===== src/verilog/gpio_port_pkg.sv =====
// Purpose: Shared constants and types for the four-pin general-purpose port.
// Assumes: Classic Wishbone slave with 32-bit data, one aligned word per register.
// Notes:   Register offsets are byte addresses.
package gpio_port_pkg;

  localparam int unsigned PIN_COUNT = 4;
  localparam int unsigned ADR_WIDTH = 8;
  localparam int unsigned DAT_WIDTH = 32;

  ////////////////////////////////////////////////////////////////////////////////
  // Register offsets.
  localparam logic [7:0] PIN_VALUE_OFS    = 8'h00;
  localparam logic [7:0] PIN_DIRECTION_OFS = 8'h04;
  localparam logic [7:0] OUTPUT_LATCH_OFS = 8'h08;
  localparam logic [7:0] OPEN_DRAIN_OFS   = 8'h0C;
  localparam logic [7:0] SLEW_LIMIT_OFS   = 8'h10;
  localparam logic [7:0] THRESHOLD_OFS    = 8'h14;
  localparam logic [7:0] ANALOG_OFS       = 8'h18;
  localparam logic [7:0] PERIPH_SEL_OFS   = 8'h1C;

  ////////////////////////////////////////////////////////////////////////////////
  // Field positions of a write to the pin value register.
  localparam int unsigned WR_DATA_LSB = 0;
  localparam int unsigned WR_MASK_LSB = 8;

  ////////////////////////////////////////////////////////////////////////////////
  // Values after reset.
  localparam logic [3:0] DIRECTION_RST  = 4'hF;
  localparam logic [3:0] LATCH_RST      = 4'h0;
  localparam logic [3:0] OPEN_DRAIN_RST = 4'h0;
  localparam logic [3:0] SLEW_RST       = 4'hF;
  localparam logic [3:0] THRESHOLD_RST  = 4'h0;
  localparam logic [3:0] ANALOG_RST     = 4'hF;
  localparam logic [3:0] PERIPH_SEL_RST = 4'h0;

  localparam logic [31:0] DAT_ZERO = 32'h0000_0000;
  localparam logic [3:0]  NIBBLE_ONES = 4'hF;

  ////////////////////////////////////////////////////////////////////////////////
  // Per-pin configuration held by software.
  typedef struct packed {
    logic [3:0] dir;
    logic [3:0] latch;
    logic [3:0] od;
    logic [3:0] slew;
    logic [3:0] thr;
    logic [3:0] ana;
    logic [3:0] psel;
  } pin_cfg_type;

  localparam pin_cfg_type CFG_RST = '{dir: DIRECTION_RST, latch: LATCH_RST,
                                      od: OPEN_DRAIN_RST, slew: SLEW_RST,
                                      thr: THRESHOLD_RST, ana: ANALOG_RST,
                                      psel: PERIPH_SEL_RST};

  // Pad drive bundle sent to the four pins.
  typedef struct packed {
    logic [3:0] out;
    logic [3:0] oe_n;
    logic [3:0] slew;
    logic [3:0] thr;
    logic [3:0] ana;
  } pad_drive_type;

endpackage


===== src/verilog/quad_bit_io_port.sv =====
// Purpose: Four-pin bidirectional general-purpose port behind a Wishbone slave.
// Assumes: Pins come from outside the clock domain; pad cells handle drive and levels.
// Notes:   Every output comes straight from a flip-flop.
//
// The placing of the registers and the Wishbone register port were chosen for this implementation.
`timescale 1ns/1ps
module quad_bit_io_port
  import gpio_port_pkg::*;
(
  // Clock and reset.
  input  wire logic                 clk,
  input  wire logic                 rst,
  // Wishbone slave.
  input  wire logic                 cyc_i,
  input  wire logic                 stb_i,
  input  wire logic                 we_i,
  input  wire logic [ADR_WIDTH-1:0] adr_i,
  input  wire logic [3:0]           sel_i,
  input  wire logic [DAT_WIDTH-1:0] dat_i,
  output logic      [DAT_WIDTH-1:0] dat_o,
  output logic                      ack_o,
  // Pins.
  input  wire logic [3:0]           pin_in,
  output logic      [3:0]           pin_out,
  output logic      [3:0]           pin_oe_n,
  output logic      [3:0]           pin_slew_limit,
  output logic      [3:0]           pin_threshold_ttl,
  output logic      [3:0]           pin_analog_connect,
  // Peripheral pin select source.
  input  wire logic [3:0]           periph_out
);

  ////////////////////////////////////////////////////////////////////////////////
  // Pin input synchroniser.
  logic [3:0]    pin_meta_ff;
  logic [3:0]    pin_sync_ff;
  logic [3:0]    nxt_pin_meta;
  logic [3:0]    nxt_pin_sync;

  always_comb begin
    nxt_pin_meta = pin_in;
    nxt_pin_sync = pin_meta_ff;
  end

  always_ff @(posedge clk or posedge rst) begin
    if (rst) begin
      pin_meta_ff <= 4'h0;
      pin_sync_ff <= 4'h0;
    end else begin
      pin_meta_ff <= nxt_pin_meta;
      pin_sync_ff <= nxt_pin_sync;
    end
  end

  // Configuration is declared here because the read path below already needs it.
  pin_cfg_type            cfg_ff;
  pin_cfg_type            nxt_cfg;

  // Analog pins read as zero; the pad's chosen threshold already shaped pin_in.
  logic [3:0]    digital_read;
  assign digital_read = pin_sync_ff & ~cfg_ff.ana;

  ////////////////////////////////////////////////////////////////////////////////
  // Bus slave and configuration registers.
  logic                   ack_ff;
  logic                   nxt_ack;
  logic [DAT_WIDTH-1:0]   dat_ff;
  logic [DAT_WIDTH-1:0]   nxt_dat;
  logic                   req;
  logic                   wr_take;
  logic [3:0]             wr_nib;
  logic [3:0]             wr_mask;
  logic [7:0]             ofs;

  assign req     = cyc_i & stb_i;
  assign ofs     = {adr_i[7:2], 2'b00};
  // Writes land at the edge on which the master sees the acknowledge.
  assign wr_take = req & we_i & ack_ff & sel_i[0];
  assign wr_nib  = dat_i[WR_DATA_LSB +: 4];

  always_comb begin
    nxt_ack = req & ~ack_ff;
    nxt_dat = dat_ff;
    if (req & ~ack_ff) begin
      nxt_dat = DAT_ZERO;
      case (ofs)
        PIN_VALUE_OFS:     nxt_dat[3:0] = digital_read;
        PIN_DIRECTION_OFS: nxt_dat[3:0] = cfg_ff.dir;
        OUTPUT_LATCH_OFS:  nxt_dat[3:0] = cfg_ff.latch;
        OPEN_DRAIN_OFS:    nxt_dat[3:0] = cfg_ff.od;
        SLEW_LIMIT_OFS:    nxt_dat[3:0] = cfg_ff.slew;
        THRESHOLD_OFS:     nxt_dat[3:0] = cfg_ff.thr;
        ANALOG_OFS:        nxt_dat[3:0] = cfg_ff.ana;
        PERIPH_SEL_OFS:    nxt_dat[3:0] = cfg_ff.psel;
        default:           nxt_dat      = DAT_ZERO;
      endcase
    end
  end

  // A data write with no mask byte modifies all four bits.
  always_comb begin
    wr_mask = NIBBLE_ONES;
    if (sel_i[1] && (dat_i[WR_MASK_LSB +: 4] != 4'h0)) begin
      wr_mask = dat_i[WR_MASK_LSB +: 4];
    end
  end

  always_comb begin
    nxt_cfg = cfg_ff;
    if (wr_take) begin
      case (ofs)
        PIN_VALUE_OFS:     nxt_cfg.latch = (digital_read & ~wr_mask) | (wr_nib & wr_mask);
        PIN_DIRECTION_OFS: nxt_cfg.dir   = wr_nib;
        OUTPUT_LATCH_OFS:  nxt_cfg.latch = wr_nib;
        OPEN_DRAIN_OFS:    nxt_cfg.od    = wr_nib;
        SLEW_LIMIT_OFS:    nxt_cfg.slew  = wr_nib;
        THRESHOLD_OFS:     nxt_cfg.thr   = wr_nib;
        ANALOG_OFS:        nxt_cfg.ana   = wr_nib;
        PERIPH_SEL_OFS:    nxt_cfg.psel  = wr_nib;
        default:           nxt_cfg       = cfg_ff;
      endcase
    end
  end

  always_ff @(posedge clk or posedge rst) begin
    if (rst) begin
      cfg_ff <= CFG_RST;
      ack_ff <= 1'b0;
      dat_ff <= DAT_ZERO;
    end else begin
      cfg_ff <= nxt_cfg;
      ack_ff <= nxt_ack;
      dat_ff <= nxt_dat;
    end
  end

  ////////////////////////////////////////////////////////////////////////////////
  // Pad drive. Analog selection is left out of the drive path on purpose.
  pad_drive_type pad_ff;
  pad_drive_type nxt_pad;
  logic [3:0]    src;

  always_comb begin
    src = (cfg_ff.psel & periph_out) | (~cfg_ff.psel & cfg_ff.latch);
    for (int i = 0; i < PIN_COUNT; i++) begin
      if (cfg_ff.dir[i]) begin
        nxt_pad.oe_n[i] = 1'b1;
        nxt_pad.out[i]  = 1'b0;
      end else if (cfg_ff.od[i]) begin
        nxt_pad.oe_n[i] = src[i];
        nxt_pad.out[i]  = 1'b0;
      end else begin
        nxt_pad.oe_n[i] = 1'b0;
        nxt_pad.out[i]  = src[i];
      end
    end
    nxt_pad.slew = cfg_ff.slew;
    nxt_pad.thr  = cfg_ff.thr;
    nxt_pad.ana  = cfg_ff.ana;
  end

  always_ff @(posedge clk or posedge rst) begin
    if (rst) begin
      pad_ff <= '{out: 4'h0, oe_n: NIBBLE_ONES, slew: SLEW_RST,
                  thr: THRESHOLD_RST, ana: ANALOG_RST};
    end else begin
      pad_ff <= nxt_pad;
    end
  end

  assign dat_o              = dat_ff;
  assign ack_o              = ack_ff;
  assign pin_out            = pad_ff.out;
  assign pin_oe_n           = pad_ff.oe_n;
  assign pin_slew_limit     = pad_ff.slew;
  assign pin_threshold_ttl  = pad_ff.thr;
  assign pin_analog_connect = pad_ff.ana;

  ////////////////////////////////////////////////////////////////////////////////
  // Assertions.
  property p_input_off;
    @(posedge clk) disable iff (rst)
      1'b1 |=> ((~pin_oe_n & $past(cfg_ff.dir)) == 4'h0);
  endproperty
  a_input_off: assert property (p_input_off) else $error("input pin driven");

  property p_push_pull;
    @(posedge clk) disable iff (rst)
      (cfg_ff.dir == 4'h0 && cfg_ff.od == 4'h0 && cfg_ff.psel == 4'h0)
      |=> (pin_oe_n == 4'h0) && (pin_out == $past(cfg_ff.latch));
  endproperty
  a_push_pull: assert property (p_push_pull) else $error("latch not driven");

  property p_read_pins;
    @(posedge clk) disable iff (rst)
      (req && !we_i && !ack_ff && ofs == PIN_VALUE_OFS)
      |=> ack_o && (dat_o == {28'h000_0000, $past(pin_sync_ff & ~cfg_ff.ana)});
  endproperty
  a_read_pins: assert property (p_read_pins) else $error("pin read wrong");

  property p_rmw;
    @(posedge clk) disable iff (rst)
      (wr_take && ofs == PIN_VALUE_OFS)
      |=> cfg_ff.latch == $past((digital_read & ~wr_mask) | (wr_nib & wr_mask));
  endproperty
  a_rmw: assert property (p_rmw) else $error("merge into latch wrong");

  property p_open_drain;
    @(posedge clk) disable iff (rst)
      1'b1 |=> ((~pin_oe_n & pin_out & $past(cfg_ff.od)) == 4'h0);
  endproperty
  a_open_drain: assert property (p_open_drain) else $error("open drain sourced");

  property p_analog_zero;
    @(posedge clk) disable iff (rst)
      (req && !we_i && !ack_ff && ofs == PIN_VALUE_OFS && cfg_ff.ana == 4'hF)
      ##1 (cfg_ff.ana == 4'hF) |-> (dat_o == DAT_ZERO);
  endproperty
  a_analog_zero: assert property (p_analog_zero) else $error("analog pin read one");

  property p_analog_drive;
    @(posedge clk) disable iff (rst)
      (cfg_ff.ana[0] && !cfg_ff.dir[0] && !cfg_ff.od[0]) |=> !pin_oe_n[0];
  endproperty
  a_analog_drive: assert property (p_analog_drive) else $error("analog killed drive");

  property p_slew_follow;
    @(posedge clk) disable iff (rst)
      (wr_take && ofs == SLEW_LIMIT_OFS) |=> ##1 (pin_slew_limit == $past(wr_nib, 2));
  endproperty
  a_slew_follow: assert property (p_slew_follow) else $error("slew not applied");

  property p_readback;
    @(posedge clk) disable iff (rst)
      (req && !we_i && !ack_ff && ofs == PIN_DIRECTION_OFS)
      |=> (dat_o == {28'h000_0000, $past(cfg_ff.dir)});
  endproperty
  a_readback: assert property (p_readback) else $error("readback wrong");

  property p_input_low;
    @(posedge clk) disable iff (rst)
      1'b1 |=> ((pin_out & $past(cfg_ff.dir)) == 4'h0);
  endproperty
  a_input_low: assert property (p_input_low) else $error("input pin drive value high");

  property p_pull_drive;
    @(posedge clk) disable iff (rst)
      1'b1 |=> ((pin_oe_n & ~$past(cfg_ff.dir) & ~$past(cfg_ff.od)) == 4'h0);
  endproperty
  a_pull_drive: assert property (p_pull_drive) else $error("push-pull pin released");

  // Push-pull output pins without peripheral select must follow the latch, whatever the analog select says.
  property p_latch_source;
    @(posedge clk) disable iff (rst)
      1'b1 |=> (((pin_out ^ $past(cfg_ff.latch))
                 & ~$past(cfg_ff.dir | cfg_ff.od | cfg_ff.psel)) == 4'h0);
  endproperty
  a_latch_source: assert property (p_latch_source) else $error("pin not from latch");

  property p_thr_follow;
    @(posedge clk) disable iff (rst)
      1'b1 |=> (pin_threshold_ttl == $past(cfg_ff.thr));
  endproperty
  a_thr_follow: assert property (p_thr_follow) else $error("threshold not applied");

  property p_analog_follow;
    @(posedge clk) disable iff (rst)
      1'b1 |=> (pin_analog_connect == $past(cfg_ff.ana));
  endproperty
  a_analog_follow: assert property (p_analog_follow) else $error("analog not connected");

  property p_reset_analog;
    @(posedge clk) disable iff (rst)
      $fell(rst) |-> (cfg_ff.ana == ANALOG_RST) && (pin_analog_connect == ANALOG_RST);
  endproperty
  a_reset_analog: assert property (p_reset_analog) else $error("analog reset wrong");

  property p_upper_zero;
    @(posedge clk) disable iff (rst)
      ack_o |-> (dat_o[31:4] == 28'h000_0000);
  endproperty
  a_upper_zero: assert property (p_upper_zero) else $error("upper read bits set");

  c_all_push_pull: cover property (@(posedge clk) disable iff (rst)
    cfg_ff.dir == 4'h0 && cfg_ff.od == 4'h0 && cfg_ff.psel == 4'h0);
  c_periph_drive: cover property (@(posedge clk) disable iff (rst)
    (cfg_ff.psel & ~cfg_ff.dir & ~pin_oe_n) != 4'h0);
  c_rmw_write: cover property (@(posedge clk) disable iff (rst)
    wr_take && ofs == PIN_VALUE_OFS && wr_mask != NIBBLE_ONES);
  c_open_drain_low: cover property (@(posedge clk) disable iff (rst)
    cfg_ff.od[0] && !pin_oe_n[0]);
  c_analog_output: cover property (@(posedge clk) disable iff (rst)
    pin_analog_connect[1] && !pin_oe_n[1]);

endmodule


===== config.mk =====
export PLATFORM = sky130hd
export DESIGN_NAME = quad_bit_io_port
export DESIGN_NICKNAME = d
export VERILOG_FILES = /design/src/verilog/gpio_port_pkg.sv /design/src/verilog/quad_bit_io_port.sv
export SDC_FILE = /design/constraint.sdc
export NUM_CORES = 1
export LEC_CHECK = 0
export ABC_AREA = 1
export ABC_CLOCK_PERIOD_IN_PS = 1900
export BUFFER_PORTS_ARGS = -buffer_cell sky130_fd_sc_hd__buf_4
export CAP_MARGIN = 10
export CORE_MARGIN = 1
export CORE_UTILIZATION = 25
export CTS_CLUSTER_DIAMETER = 60
export DETAILED_ROUTE_END_ITERATION = 10
export GPL_TIMING_DRIVEN = 0
export PLACE_DENSITY = 0.45
export SETUP_SLACK_MARGIN = 0.02
export SLEW_MARGIN = 10
export SYNTH_ARGS = -nofsm -noshare
export SYNTH_HDL_FRONTEND = slang
export SYNTH_SLANG_ARGS = --single-unit
export TNS_END_PERCENT = 50

===== constraint.sdc =====
create_clock -name clk -period 1.9 [get_ports clk]
set_clock_uncertainty 0.05 [all_clocks]
set_input_delay 0.38 -clock clk [delete_from_list [all_inputs] [get_ports clk]]
set_output_delay 0.38 -clock clk [all_outputs]
set_load 0.005 [all_outputs]

[Yosys cells after proc, flatten, opt, wreduce, memory -nomap -nowiden]
Index checks and enable logic that the tools add are counted.
Word-level totals
  input port bits: 57
  logic and storage cells: 69
  bits in registers: 61
  output and inout port bits: 53
Cells by class
  muxes and demuxes: 19
  equality and inequality tests: 7
  bitwise logic cells: 16
  reduce and logical (&&, ||, !) cells: 11
Operators with widths (number)
  $pmux 4 s8: 1
  $eq 6x3->1 const B: 4
  $and 4x4->4: 5
  $mux 1: 16
  $reduce_and 2->1: 7
  $eq 6x2->1 const B: 2
  $not 4->4: 3
  $logic_not 8->1: 1
  $or 4x4->4: 2
  $pmux 4 s2: 1
  $eq 6x1->1 const B: 1
  $and 1x1->1: 5
  $mux 4: 1
  $reduce_bool 4->1: 1
  $reduce_bool 2->1: 1
  $logic_and 1x1->1: 1
  $not 1->1: 1

[Longest topological paths before layout]
Gate-level depths: netlist of the first run.
  depth in word-level cells: 7
  gate-level depth with buffers: 10
  mapped depth without buffers: 9

[Worst setup path before layout of the first run]
No wires, ideal clock.
  path type: in2reg
  from: input port adr_i[5]
  to: register cfg_ff[20] in the netlist's numbering
  data arrival time: 1171 ps
  stages on the path: 6
  path buffers: 0
  setup time: 117 ps
  data required time: 1733 ps
  slack: 561 ps
  path through: nor2_1 nand2_1 nor3_2 inv_1 nand2_1 nand2_1
Between the ends
  word-level cells in the longest chain between the ends: 3
  elaborated cells between the ends (all ways): 5
  classes of those cells: 1 x eq/ne; 1 x mux; 3 x reduce/logical
RTL lines
  start: declaration: line quad_bit_io_port.sv:17  | input wire logic [ADR_WIDTH-1:0] adr_i,
  $eq 6x2->1 / $logic_not 8->1 (equally long branches): line quad_bit_io_port.sv:111  | case (ofs)
  $reduce_bool 2->1 (no line)
  $reduce_and 2->1 (no line)
  end signal: assignment: line quad_bit_io_port.sv:131  | cfg_ff <= nxt_cfg;
  end: declaration: line quad_bit_io_port.sv:56  | pin_cfg_type cfg_ff;
Several ways; a longest one is shown, not always the timed one.
A chain may end at the register's enable or synchronous reset.

[Worst setup path in the final report of the first run]
Ends and elaborated chain as after synthesis.

==> results of run 1 <==
-- path summary, 6_finish.rpt --
kind | endpoint | slack [ns] | cells after the start
setup reg to reg | cfg_ff[27] | 0.51 | 4
hold / removal | pin_threshold_ttl[0] | 0.09 | 2
min in group clk | nxt_pin_sync[3] | 0.10 | 1
hold reg to reg | pin_sync_ff[0] | 0.30 | 0
max in group asynchronous | cfg_ff[25] | 1.08 | 3
setup / recovery | cfg_ff[20] | 0.46 | 7
-- cell usage after synthesis --
master / instances / share of area (%)
o21bai_1: 4 / 1.1
nand4_1: 15 / 3.4
dfstp_2: 24 / 23
dfrtp_1: 37 / 33
o21ai_0: 24 / 4.3
nor3_2: 1 / 0.36
conb_1: 1 / 0.13
buf_4: 28 / 7.6
inv_1: 26 / 3.5
nand2_1: 82 / 11
clkbuf_1: 1 / 0.13
nor2_2: 2 / 0.45
nand3_1: 24 / 4.3
nor3_1: 4 / 0.72
nor2_1: 28 / 3.8
mux2i_1: 4 / 1.4
buf_2: 3 / 0.54
nand3b_1: 4 / 1.1
a21boi_1: 1 / 0.27
-- logic make-up after synthesis --
group                  share of synthesized area (%)
and+or+nand+nor                                25.12
DFF                                            55.91
buffers and inverters                          11.73
other                                         0.1347
AOI/OAI and AO/OA                              5.663
muxes                                          1.438
-- power groups by stage --
stage	sequential, mW	clock, mW	combinational [mW]
finish	1.33	0.971	0.233
global route	1.33	1.06	0.267
CTS	1.33	1.01	0.235
detailed placement	1.35	0	0.234
global placement	1.35	0	0.228
floorplan	1.35	0	0.136
-- final cells by class --
type	count	share of cell area [%]
Timing Repair Buffer	54	11.47
Inverter	26	2.781
Sequential cell	61	42.70
Multi-Input combinational cell	221	27.50
Buffer	32	6.282
Tap cell	140	4.806
Clock inverter	2	0.2746
Clock buffer	14	4.188
-- metrics by stage --
| step | cells | setup WS [ns] |
|---|---|---|
| after floorplan | 340 | 0.5611 |
| after global placement | 533 | 0.1623 |
| after detailed placement | 534 | 0.1539 |
| after CTS | 550 | 0.4933 |
| after global routing | 550 | 0.2888 |
| final | 550 | 0.4630 |
-- registers in the layout, summed over array words and instances (netlist names) --
name,cells
ack_o,1
cfg_ff,28
dat_o,4
nxt_pin_sync,4
pin_analog_connect,4
pin_oe_n,4
pin_out,4
pin_slew_limit,4
pin_sync_ff,4
pin_threshold_ttl,4
-- metal layers --
metal / routed length [microns] / vias to the layer above
met2: 3042 / 70
met3: 379 / 9
met5: 0 / -
met1: 3344 / 1036
li1: - / 1143
met4: 121 / 0
-- cell usage in the layout, fill, tap and decap left out, types with 5 or more instances in the layout --
master    netlist  layout
nand3_1        24      24
nand4_1        15      15
conb_1          1      28
dfstp_2        24      24
o21ai_0        24      24
buf_4          28      81
nand2_1        82      82
clkbuf_8        0      10
dfrtp_1        37      37
clkbuf_1        1       5
inv_1          26      25
nor2_1         28      28
==> qor.csv, run 1 <==
metric;value;unit
outcome;complete, no violations;
grt_busiest_layer;met2;
seqPwrFrac;52.5;%
hold_ws;0.09196;ns
powerDensity;695.8;mW/mm^2
cts_tree;built;
cpMostUsedCell;nand2_1;
via_per_inst;4.105;
synthCells;313;
utilization;33.62;%
p_int;1.935;mW
worstPathArrival;1.61;ns
cts_made_buffers;9;
timing.critical_path.required;2.07;ns
fin_crit;1.437;ns
drt_iter0_drc;129;
syn_avg_cell_area;8.894;sq um
n_antenna_cell;0;
portBuffers;53;
num_rows;38;
drc_errors;0;
clockPowerShare;38.3;%
met2_usage;19.00;%
syn2layout_area_growth;30.92;%
setup_viol;0;
holdBufCountCts;0;
end_kind;flip-flop;
ys_seq_area_share;55.91;%
post_cts_buffers;0;
post-dp-hpwl;5131;microns
grt_max_degree;33;
path_delay_family;simple AND/OR/NAND/NOR gates;
insertion_delay;0.33;ns
tns;0;ns
wl;6888;microns
p_sw_share;23.72;%
multi_input_comb_area;0.001002;sq mm
critPathLaunch;adr_i[5];
clockBufferDepth;2;
initial_core_util;25.68;%
slowest_delay;0.38;ns
drive_above_1_share;30.49;%
use_met1;17.62;%
antenna_found_initial;0;
grt_util_all_layers;12.90;%
slew_headroom;56.93;%
grt_util_met3;3.995;%
fin_crit_sh;75.63;%
ant_nets;0;
drv_cap;0;
cp_slowest_cell;nor3_2;
core;0.01084;sq mm
synth_cell_type_count;19;
overflow;0;
path_clk_slew;0.06;ns
worstMarginPinSlew;0.6448;ns
htreeDepth;3;
grt_pass1_vias;2093;
switchingPower;0.6016;mW
nNetsFinal;462;
cp_num_buf_inv;2;
vdd_drop_max;0.3278;mV
fp.dieArea;0.01156;sq mm
hp-class;input port to async pin;
design_area;0.003645;sq mm
fmax;695.9;MHz
die_y;107.5;microns
drv_slew;0;
yosysWarnings;0;
register_area;0.001556;sq mm
vias;2258;
rsz0062_at_grt;no;
r2r_start;ack_o;
clock_sinks;61;
path_cells;buf_4 > nor2_1 > nand2_1 > nor3_2 > inv_1 > nand2_1 > nand2_1;
placed_area;0.003482;sq mm
cp-start-kind;input port;
ctsResizeCount;0;
routedWlPerCell;12.52;microns
cp_max_fo;5;
grt_pass1_wl;10960;microns
p_total;2.536;mW
pwr-share-comb;9.2;%
drtPass1Iterations;4;
fillers;1181;
worstSetupPathType;input port to flip-flop;
synthesis.area;0.002784;sq mm
ios;110;
hold_violations;0;
globalplace.congestion;0.8360;
ys_seq_elements;61;
clockRootBuffer;clkbuf_8;
fp.dieW;107.5;microns
p_leak;1.873;nW
Note: power is estimated with default switching activity, not from simulation.
==> inputs of run 2 (changes only) <==
--- a/config.mk
+++ b/config.mk
@@ -6,7 +6,7 @@
 export NUM_CORES = 1
 export LEC_CHECK = 0
 export ABC_AREA = 1
-export ABC_CLOCK_PERIOD_IN_PS = 1900
+export ABC_CLOCK_PERIOD_IN_PS = 1200
 export BUFFER_PORTS_ARGS = -buffer_cell sky130_fd_sc_hd__buf_4
 export CAP_MARGIN = 10
 export CORE_MARGIN = 1
==> constraint.sdc (replaced) <==
create_clock -name clk -period 1.2 [get_ports clk]
set_clock_uncertainty 0.05 [all_clocks]
set_input_delay 0.24 -clock clk [delete_from_list [all_inputs] [get_ports clk]]
set_output_delay 0.24 -clock clk [all_outputs]
set_load 0.005 [all_outputs]
==> qor.csv, run 2 (same netlist as run 1, synthesis figures left out) <==
metric;value;unit
fillers;1160;
die_y;107.5;microns
globalplace.congestion;0.8360;
ant_nets;0;
grt_max_degree;33;
worstPathArrival;0.95;ns
post-dp-hpwl;5131;microns
r2r_end;cfg_ff[20];
cp_max_fo;1;
drv_cap;0;
holdBufCountCts;4;
nNetsFinal;470;
htreeDepth;3;
r2r_cells;5;
outcome;complete, but fails checks;
hold_violations;20;
final_common_cell;nand2_1;
fp.dieArea;0.01156;sq mm
syn2layout_area_growth;41.39;%
fmax;805.1;MHz
vdd_drop_max;0.5431;mV
grt_pass1_wl;11100;microns
drive_above_1_share;36.84;%
layout_common_cells;nand2_1 (78), buf_4 (70), dfrtp_1 (36);
routedWlPerCell;12.50;microns
initial_core_util;25.68;%
clockRootBuffer;clkbuf_8;
clockBufferDepth;2;
fp.dieW;107.5;microns
timing.critical_path.required;0.91;ns
powerDensity;1033;mW/mm^2
cp-start-kind;flip-flop;
portBuffers;53;
n_antenna_cell;0;
p_leak;1.939;nW
largest_reg_flops;28;
overflow;0;
num_rows;38;
path_delay_family;flip-flops;
cts_made_buffers;9;
hold_ws;-0.05324;ns
rsz0062_at_grt;yes;
cts_tree;built;
worstSetupPathType;flip-flop to primary output;
utilization;36.31;%
p_total;4.066;mW
r2r_start;ack_o;
r2r_slack;0;ns
path_cells;buf_6;
grt_util_all_layers;13.06;%
setup_viol;13;
wl;6974;microns
slowest_delay;0.53;ns
worstMarginPinSlew;0.6414;ns
drtPass1Iterations;4;
fin_crit;1.242;ns
ios;110;
drt_iter0_drc;140;
insertion_delay;0.33;ns
drv_slew;0;
drc_errors;0;
slew_headroom;57.15;%
fin_crit_sh;103.5;%
violations;hold timing, setup timing;
grt_pass1_vias;2159;
antenna_found_initial;0;
core;0.01084;sq mm
cp_num_buf_inv;1;
fin_cells;558;
via_per_inst;4.174;
vias;2329;
end_kind;primary output;
hp-class;input port to async pin;
path_clk_slew;0.06;ns
cp_slowest_cell;dfstp_2;
regMostFlops;cfg_ff;
dpl.cell_count;534;
worst_slack;-0.04214;ns
clock_sinks;61;
[run 2: layout make-up]
cell class                 count  area [sq um]  area share (%)
inverter                      26         108.9           2.765
multi-input combinational    221          1155           29.34
buffer                        32         232.7           5.912
timing repair buffer          62         544.3           13.83
clock buffer                  14         152.6           3.878
clock inverter                 2         10.01          0.2543
tap                          140         175.2           4.450
sequential                    61          1558           39.57
[run 2: worst max-delay path by stage]
stage	startpoint	endpoint	slack, ns	cells past startpoint
2_1_floorplan	adr_i[5]	cfg_ff[20]	0.001	6
3_3_place_gp	adr_i[5]	cfg_ff[21]	-0.40	7
3_5_place_dp	adr_i[5]	cfg_ff[21]	-0.41	7
4_1_cts	pin_analog_connect[3]	pin_analog_connect[3]	-0.06	1
5_1_grt	cfg_ff[5]	dat_o[1]	-0.10	7
6_report	pin_analog_connect[3]	pin_analog_connect[3]	-0.04	1
[run 2: what timing repair did]
item                                    CTS  global route
endpoints found under the setup margin   44            47
pin swaps                                 1            10
resized for setup                        41            31
buffers inserted                          0             4
hold endpoints to repair                 24             6
[run 2: per-stage QoR]
step           setup WS (ns)  area (sq um)  TNS (ns)  hold slack, ns
4_1_cts             -0.06084          3846   -0.6621        -0.04929
2_1_floorplan       0.001126          2889         0          0.2214
5_1_grt              -0.1001          3936    -1.606       -0.003973
6_report            -0.04214          3936   -0.3963        -0.05324
3_3_place_gp         -0.3977          3462    -17.78          0.2863
3_5_place_dp         -0.4061          3482    -10.08          0.2855
[run 2: report_power, final]
group	switching (mW)	internal (mW)	leakage, nW
combinational	0.228	0.188	1.11
clock	0.736	0.802	0.0844
sequential	0.0173	2.10	0.743
total	0.981	3.09	1.94
[run 2: layer usage]
| layer | GRT usage [%] | part of all wire, % |
|---|---|---|
| met2 | 19.55 | 45 |
| met5 | 0 | 0 |
| met1 | 17.56 | 47 |
| met3 | 4.116 | 6.2 |
| met4 | 4.795 | 1.8 |
